### src/include/jtap_pkg.sv
// jtap_pkg: constants, states and carrier types of the test access port.
// assumes: shared by the port logic and the bench only.
`default_nettype none
package jtap_pkg;
   localparam int unsigned IR_W = 3;
   localparam int unsigned ID_W = 32;
   localparam int unsigned BSR_W = 107;
   localparam int unsigned OE_CELL = 47;
   ////////////////////////////////////////////////////////////////////////
   // instruction codes, capture patterns and reset values
   localparam logic [2:0] IR_EXTEST = 3'h0;
   localparam logic [2:0] IR_IDCODE = 3'h1;
   localparam logic [2:0] IR_SAMPLEZ = 3'h2;
   localparam logic [2:0] IR_SAMPLE = 3'h4;
   localparam logic [2:0] IR_BYPASS = 3'h7;
   localparam logic [2:0] IR_CAPT = 3'h1;
   localparam logic [2:0] IR_RST = IR_IDCODE;
   localparam logic BYP_CAPT = 1'b0;
   localparam logic OE_CELL_RST = 1'b1;
   ////////////////////////////////////////////////////////////////////////
   typedef enum logic [3:0] {
      ST_TLR = 4'h0, ST_RTI = 4'h1, ST_SEL_DR = 4'h2, ST_CAP_DR = 4'h3,
      ST_SH_DR = 4'h4, ST_EX1_DR = 4'h5, ST_PA_DR = 4'h6, ST_EX2_DR = 4'h7,
      ST_UP_DR = 4'h8, ST_SEL_IR = 4'h9, ST_CAP_IR = 4'ha, ST_SH_IR = 4'hb,
      ST_EX1_IR = 4'hc, ST_PA_IR = 4'hd, ST_EX2_IR = 4'he, ST_UP_IR = 4'hf
   } jtap_state_t;
   // identification word layout, msb first
   typedef struct packed {
      logic [2:0] rev;
      logic [16:0] part;
      logic [10:0] maker;
      logic present;
   } jtap_id_t;
   // synchronised link pins
   typedef struct packed {
      logic tck;
      logic tms;
      logic tdi;
   } jtap_link_t;
   function automatic logic jtap_sel_bsr(input logic [2:0] ir);
      jtap_sel_bsr = (ir == IR_EXTEST) || (ir == IR_SAMPLEZ) ||
                     (ir == IR_SAMPLE);
   endfunction : jtap_sel_bsr
endpackage : jtap_pkg
`default_nettype wire

### src/logic/jtap_top.sv
// jtap_top: boundary-scan test access port, oversampling the link on clk_i.
// assumes: clk_i at least 4x the link clock; pins_i stable around capture.
//
// Contract
// next tap state follows tms sampled at each link clock rise
// tdi shifts into the selected register on the link clock rise
// tdo changes only after a link clock fall
// lengths: instruction 3, bypass 1, identity 32, pin chain 107
// code 000 captures pin ring and shifts the pin chain
// code 001 captures the fixed identity word and shifts it
// code 010 captures pins, shifts pin chain, floats memory outputs
// code 100 captures pins, shifts pin chain, memory undisturbed
// code 111 puts the one-bit skip register between tdi and tdo
// controller never loads reserved codes 011, 101, 110; update-ir loads them here, and tdo then reads the skip register
// identity bits 31:29 revision, bits 11:1 maker code
// identity bits 28:12 carry the part code
// identity bit 0 always reads one
// instruction holds identity code after reset and in test-logic-reset
// capture-ir loads 01 into the two low instruction bits
// latched cell 47 enables output drivers under code 000; presets high
// pin chain msb next to tdi, lsb next to tdo
// standard sixteen states; five tms ones reach test-logic-reset
`timescale 1ns/1ps
`default_nettype none
module jtap_top
   import jtap_pkg::*;
#(
   parameter logic [2:0] ID_REV = 3'h1,       // arbitrary value
   parameter logic [16:0] ID_PART = 17'h0abcd, // arbitrary value
   parameter logic [10:0] ID_MAKER = 11'h05a   // arbitrary value
) (
   // clock and reset
   input wire logic clk_i,
   input wire logic rst_n_i,
   // test link
   input wire logic tck_i,
   input wire logic tms_i,
   input wire logic tdi_i,
   output logic tdo_o,
   output logic tdo_oe_o,
   // pin ring
   input wire logic [BSR_W-1:0] pins_i,
   output logic [BSR_W-1:0] bsr_drive_o,
   output logic extest_o,
   output logic q_drive_en_o
);
   ////////////////////////////////////////////////////////////////////////
   // reset release and link synchronisers
   logic [1:0] rst_q;
   logic rst_n;
   jtap_link_t lnk_s1_q, lnk_s2_q;
   logic tck_s3_q;
   logic [BSR_W-1:0] pin_s1_q, pin_s2_q;

   always_ff @(posedge clk_i or negedge rst_n_i) begin
      if (!rst_n_i) rst_q <= 2'h0;
      else rst_q <= {rst_q[0], 1'b1};
   end
   assign rst_n = rst_q[1];

   always_ff @(posedge clk_i or negedge rst_n) begin
      if (!rst_n) begin
         lnk_s1_q <= '0;
         lnk_s2_q <= '0;
         tck_s3_q <= 1'b0;
      end else begin
         lnk_s1_q <= '{tck: tck_i, tms: tms_i, tdi: tdi_i};
         lnk_s2_q <= lnk_s1_q;
         tck_s3_q <= lnk_s2_q.tck;
      end
   end

   // pin ring sampled for capture only; metastability is the tester's risk
   always_ff @(posedge clk_i) begin
      pin_s1_q <= pins_i;
      pin_s2_q <= pin_s1_q;
   end

   logic tck_rise, tck_fall, tms, tdi;
   assign tck_rise = lnk_s2_q.tck & ~tck_s3_q;
   assign tck_fall = ~lnk_s2_q.tck & tck_s3_q;
   assign tms = lnk_s2_q.tms;
   assign tdi = lnk_s2_q.tdi;

   ////////////////////////////////////////////////////////////////////////
   // tap controller
   jtap_state_t state_q, state_d;

   always_comb begin
      case (state_q)
         ST_TLR: state_d = tms ? ST_TLR : ST_RTI;
         ST_RTI: state_d = tms ? ST_SEL_DR : ST_RTI;
         ST_SEL_DR: state_d = tms ? ST_SEL_IR : ST_CAP_DR;
         ST_CAP_DR: state_d = tms ? ST_EX1_DR : ST_SH_DR;
         ST_SH_DR: state_d = tms ? ST_EX1_DR : ST_SH_DR;
         ST_EX1_DR: state_d = tms ? ST_UP_DR : ST_PA_DR;
         ST_PA_DR: state_d = tms ? ST_EX2_DR : ST_PA_DR;
         ST_EX2_DR: state_d = tms ? ST_UP_DR : ST_SH_DR;
         ST_UP_DR: state_d = tms ? ST_SEL_DR : ST_RTI;
         ST_SEL_IR: state_d = tms ? ST_TLR : ST_CAP_IR;
         ST_CAP_IR: state_d = tms ? ST_EX1_IR : ST_SH_IR;
         ST_SH_IR: state_d = tms ? ST_EX1_IR : ST_SH_IR;
         ST_EX1_IR: state_d = tms ? ST_UP_IR : ST_PA_IR;
         ST_PA_IR: state_d = tms ? ST_EX2_IR : ST_PA_IR;
         ST_EX2_IR: state_d = tms ? ST_UP_IR : ST_SH_IR;
         ST_UP_IR: state_d = tms ? ST_SEL_DR : ST_RTI;
         default: state_d = ST_TLR;
      endcase
   end

   always_ff @(posedge clk_i or negedge rst_n) begin
      if (!rst_n) state_q <= ST_TLR;
      else if (tck_rise) state_q <= state_d;
   end

   ////////////////////////////////////////////////////////////////////////
   // scan registers
   logic [IR_W-1:0] ir_sh_q, ir_q;
   logic byp_q;
   logic [ID_W-1:0] id_sh_q;
   logic [BSR_W-1:0] bsr_sh_q, bsr_up_q;
   jtap_id_t id_word;
   logic sel_bsr, cap_dr, sh_dr, cap_ir, sh_ir, in_tlr;

   assign id_word = '{rev: ID_REV, part: ID_PART, maker: ID_MAKER,
                      present: 1'b1};
   assign sel_bsr = jtap_sel_bsr(ir_q);
   assign cap_dr = tck_rise && (state_q == ST_CAP_DR);
   assign sh_dr = tck_rise && (state_q == ST_SH_DR);
   assign cap_ir = tck_rise && (state_q == ST_CAP_IR);
   assign sh_ir = tck_rise && (state_q == ST_SH_IR);
   assign in_tlr = (state_q == ST_TLR);

   // instruction path; reserved codes fall to the skip register
   always_ff @(posedge clk_i or negedge rst_n) begin
      if (!rst_n) begin
         ir_sh_q <= IR_CAPT;
         ir_q <= IR_RST;
      end else begin
         if (cap_ir) ir_sh_q <= IR_CAPT;
         else if (sh_ir) ir_sh_q <= {tdi, ir_sh_q[IR_W-1:1]};
         if (in_tlr) ir_q <= IR_RST;
         else if (tck_fall && state_q == ST_UP_IR) ir_q <= ir_sh_q;
      end
   end

   // data registers shift lsb first toward tdo
   always_ff @(posedge clk_i or negedge rst_n) begin
      if (!rst_n) begin
         byp_q <= BYP_CAPT;
         id_sh_q <= '0;
         bsr_sh_q <= '0;
      end else begin
         if (cap_dr) begin
            byp_q <= BYP_CAPT;
            if (ir_q == IR_IDCODE) id_sh_q <= id_word;
            if (sel_bsr) bsr_sh_q <= pin_s2_q;
         end else if (sh_dr) begin
            byp_q <= tdi;
            if (ir_q == IR_IDCODE) id_sh_q <= {tdi, id_sh_q[ID_W-1:1]};
            if (sel_bsr) bsr_sh_q <= {tdi, bsr_sh_q[BSR_W-1:1]};
         end
      end
   end

   // update latches on the falling edge, as the standard cells do
   always_ff @(posedge clk_i or negedge rst_n) begin
      if (!rst_n) begin
         bsr_up_q <= '0;
         bsr_up_q[OE_CELL] <= OE_CELL_RST;
      end else if (in_tlr) begin
         bsr_up_q[OE_CELL] <= OE_CELL_RST;
      end else if (tck_fall && state_q == ST_UP_DR && sel_bsr) begin
         bsr_up_q <= bsr_sh_q;
      end
   end

   ////////////////////////////////////////////////////////////////////////
   // tdo and pin ring outputs
   logic tdo_q, tdo_oe_q, tdo_d;
   always_comb begin
      if (state_q == ST_SH_IR) tdo_d = ir_sh_q[0];
      else if (sel_bsr) tdo_d = bsr_sh_q[0];
      else if (ir_q == IR_IDCODE) tdo_d = id_sh_q[0];
      else tdo_d = byp_q;
   end

   always_ff @(posedge clk_i or negedge rst_n) begin
      if (!rst_n) begin
         tdo_q <= 1'b0;
         tdo_oe_q <= 1'b0;
      end else if (tck_fall) begin
         tdo_q <= tdo_d;
         tdo_oe_q <= (state_q == ST_SH_DR) || (state_q == ST_SH_IR);
      end
   end

   assign tdo_o = tdo_q;
   assign tdo_oe_o = tdo_oe_q;
   assign bsr_drive_o = bsr_up_q;
   assign extest_o = (ir_q == IR_EXTEST);
   // floating under 010, and under 000 when the latched cell is low
   assign q_drive_en_o = (ir_q != IR_SAMPLEZ) &&
                         !(extest_o && !bsr_up_q[OE_CELL]);

   ////////////////////////////////////////////////////////////////////////
   // checks
   logic [2:0] ones_q;
   always_ff @(posedge clk_i or negedge rst_n) begin
      if (!rst_n) ones_q <= 3'h0;
      else if (tck_rise) ones_q <= !tms ? 3'h0 :
                                   (ones_q == 3'h5) ? 3'h5 : ones_q + 3'h1;
   end
endmodule : jtap_top
`default_nettype wire

### config.mk
export PLATFORM = sky130hd
export DESIGN_NAME = jtap_top
export DESIGN_NICKNAME = d
export VERILOG_FILES = /design/src/include/jtap_pkg.sv /design/src/logic/jtap_top.sv
export SDC_FILE = /design/constraint.sdc
export NUM_CORES = 1
export LEC_CHECK = 0
export BUFFER_PORTS_ARGS = -buffer_cell sky130_fd_sc_hd__buf_4
export CORE_UTILIZATION = 30
export CTS_BUF_LIST = sky130_fd_sc_hd__clkbuf_4
export CTS_CLUSTER_SIZE = 28
export DETAILED_ROUTE_END_ITERATION = 7
export PLACE_DENSITY = 0.57
export SLEW_MARGIN = 20
export SYNTH_ARGS = -nofsm -noshare
export SYNTH_HDL_FRONTEND = slang
export SYNTH_SLANG_ARGS = --single-unit
export TNS_END_PERCENT = 50
### constraint.sdc
create_clock -name clk_i -period 8.3 [get_ports clk_i]
set_clock_uncertainty 0.05 [all_clocks]
set_input_delay 1.66 -clock clk_i [delete_from_list [all_inputs] [get_ports clk_i]]
set_output_delay 1.66 -clock clk_i [all_outputs]
set_load 0.05 [all_outputs]
==> results.sh <==
export IMPL_outcome="finished clean"
export IMPL_grt_met2_usage_pct=19.2
export IMPL_synthDistinctLibCells=44
export IMPL_drcViolationCount=0
export IMPL_ir_drop_uv=114
export IMPL_rows=83
export IMPL_post_route_period_util_pct=45.6
export IMPL_syn_area_per_cell_um2=13.4
export IMPL_ys_ff_latch=482
export IMPL_clk_pin_slew_ns=0.07
export IMPL_final_cell_mix="dfrtp_1 (264), buf_4 (228), dfxtp_1 (214), clkbuf_4 (209), nand2_1 (167)"
export IMPL_async_reset_ff_share_pct=55.6
export IMPL_ys_flop_type="dfrtp_1"
export IMPL_crit_fanout=7
export IMPL_antenna_found_initial=2
export IMPL_track_usage_pct=12.8
export IMPL_clock_path_buffers=3
export IMPL_drv_slew=0
export IMPL_grt_pass1_vias=9847
export IMPL_slew_headroom_pct=27.7
export IMPL_postCtsSetupBuffers=0
export IMPL_cts_tree="done"
export IMPL_crit_chain="nor3_1 > buf_4"
export IMPL_vias=9538
export IMPL_postSynthCellCount=1162
export IMPL_cp_end_kind="output pin"
export IMPL_power_mw=5.08
export IMPL_dieArea_um2=52900
export IMPL_cts_inserted_buffers=133
export IMPL_synth_edff_count=0
export IMPL_cts_resized=0
export IMPL_drive_gt1_share_pct=36.6
export IMPL_critPathArrivalTime_ns=2.08
export IMPL_cp_top_family="flip-flops"
export IMPL_yosysSeqAreaShare_pct=70.5
export IMPL_die_w_um=230
export IMPL_wl_per_cell_um=14.4
export IMPL_coreArea_um2=51300
export IMPL_p_leak_nw=8.94
export IMPL_setup_worst_path_class="reg2out"
export IMPL_fmax_mhz=264
export IMPL_place_congestion=0.773
export IMPL_worstMarginPinSlew_ns=1.08
export IMPL_ioPinCount=223
export IMPL_grt_overflow=0
export IMPL_final_hold_violation_count=0
export IMPL_layout_commonest_cell="dfrtp_1"
export IMPL_min_period_ns=3.79
export IMPL_drt_iter0_markers=407
export IMPL_syn_nets=1274
export IMPL_ant_nets=0
export IMPL_powerDensity_nw_per_um2=258
export IMPL_holdWs_ns=0.232
export IMPL_insertion_delay_ns=0.91
export IMPL_grt_max_degree=158
export IMPL_drt_total_wl_um=32600
export IMPL_via_per_inst=4.22
export IMPL_dp_hpwl_um=19700
export IMPL_critPathLaunchType="flop"
export IMPL_yosys_warnings=0
export IMPL_htreeDepth=4
export IMPL_gr_max_usage_layer="met2"
export IMPL_die_height_um=230
export IMPL_rsz0062_at_grt="no"
export IMPL_drt_first_pass_iters=5
export IMPL_grt_pass1_wl_um=52700
export IMPL_setup_violations_final=0
export IMPL_final_cells=2262
export IMPL_slowest_stage="dfrtp_1"
export IMPL_clock_root_buffer="clkbuf_4"
export IMPL_area_delta_synth_final_pct=26.1
export IMPL_syn_area_um2=15600
export IMPL_grtUsageMet1_pct=15.9
export IMPL_grt_util_met3_pct=4.90
export IMPL_worstPathRequired_ns=6.59
export IMPL_slowest_delay_ns=0.46
export IMPL_hold_path_class="reg2reg"
export IMPL_portBuffers=222
export IMPL_fin_setup_tns_ns=0
export IMPL_place_detailed_instances=2009
export IMPL_holdBufCountCts=0
export IMPL_start_util_pct=30.4
export IMPL_drv_cap=0
export IMPL_final_nets=1576
export IMPL_clkSinkCount=482
export IMPL_crit_buf_inv=1
power by group:
part / leakage (nW) / internal, mW / switching, mW
clock: 1.07 / 1.24 / 0.979
sequential: 5.50 / 2.46 / 0.0867
combinational: 2.36 / 0.134 / 0.176
total: 8.94 / 3.83 / 1.24
synth_stat cells (all sizes together) (2+ instances only):
cell type  instances  share of area (%)
a21oi              7               0.25
dfstp              3               0.51
nor2b              4               0.16
mux2             108                7.8
nor2              28               0.67
clkbuf            20               0.48
mux2i            111                7.1
dfxtp            214                 27
nor4               2              0.080
and2               2              0.080
buf               44                2.2
nand2            167                4.0
inv                4              0.096
nor3               2              0.064
a211oi             2              0.096
nand4              3               0.16
o21ai            148                4.7
nor3b              2               0.16
nand2b             6               0.24
dfrtp            265                 43
a31oi              4               0.16
cell families (layout without fill, tap and decap cells):
logic type      count (synthesis)  after routing  synth area share, %
compound gates                170            170                 5.81
other cells                     1              7               0.0240
mux                           219            219                 14.9
simple gates                  221            221                 5.88
buf+inv                        68            482                 2.80
flops                         482            482                 70.5
fa+ha+maj                       1              1               0.0642
worst paths after layout:
| path | startpoint | endpoint | slack [ns] | cells after the start |
|---|---|---|---|---|
| max in group asynchronous | rst_q[1]$_DFF_PN0_ | bsr_drive_o[10]$_DFFE_PN0P_ | 6.52 | 1 |
| worst min register to register | pin_s1_q[13]$_DFF_P_ | pin_s2_q[13]$_DFF_P_ | 0.23 | 0 |
| worst min-delay path | pin_s1_q[13]$_DFF_P_ | pin_s2_q[13]$_DFF_P_ | 0.23 | 0 |
| min in group asynchronous | rst_q[1]$_DFF_PN0_ | bsr_drive_o[58]$_DFFE_PN0P_ | 0.25 | 0 |
| worst max register to register | state_q[3]$_DFFE_PN0P_ | bsr_drive_o[84]$_DFFE_PN0P_ | 5.19 | 4 |
| worst max-delay path | ir_q[2]$_DFFE_PN0P_ | extest_o | 4.51 | 2 |
per-layer routing:
metal / vias to the layer above / routed length (µm) / share of wire [%]
met4: 0 / 862 / 2.6
met2: 272 / 15000 / 46
met3: 75 / 2110 / 6.5
met1: 4535 / 14600 / 45
met5: - / 0 / 0
li1: 4656 / - / -
flip-flops by register name, summed over array words and instances (netlist names), 2 cells and up:
register,count
bsr_drive_o,107
bsr_sh_q,107
pin_s1_q,107
pin_s2_q,107
id_sh_q,32
state_q,4
ir_q,3
ir_sh_q,3
lnk_s1_q,3
rst_q,2
through the flow:
step                      utilization, %  setup WS, ns  area (µm²)
after floorplan                        -         0.233       15600
after global placement              34.7          5.26       17800
after detailed placement            34.7          5.21       17800
after CTS                           38.3          4.36       19600
after global routing                38.3          4.36       19700
final                               38.3          4.51       19700
worst reg2reg max path, stage by stage, from the launching register on:
cell and delay [ns]:
dfrtp_1 0.64, nor2b_1 0.31, nand4_4 0.69, buf_4 0.77, mux2_2 0.48
cell type report:
type	instances	area, µm²
Fill cell	5057	31600
Sequential cell	482	11000
Multi-Input combinational cell	612	4200
Timing Repair Buffer	231	1750
Clock buffer	209	1570
Tap cell	680	851
Clock inverter	38	256
Inverter	4	15.0
Antenna cell	6	15.0
Note: power is estimated with default switching activity, not from simulation.
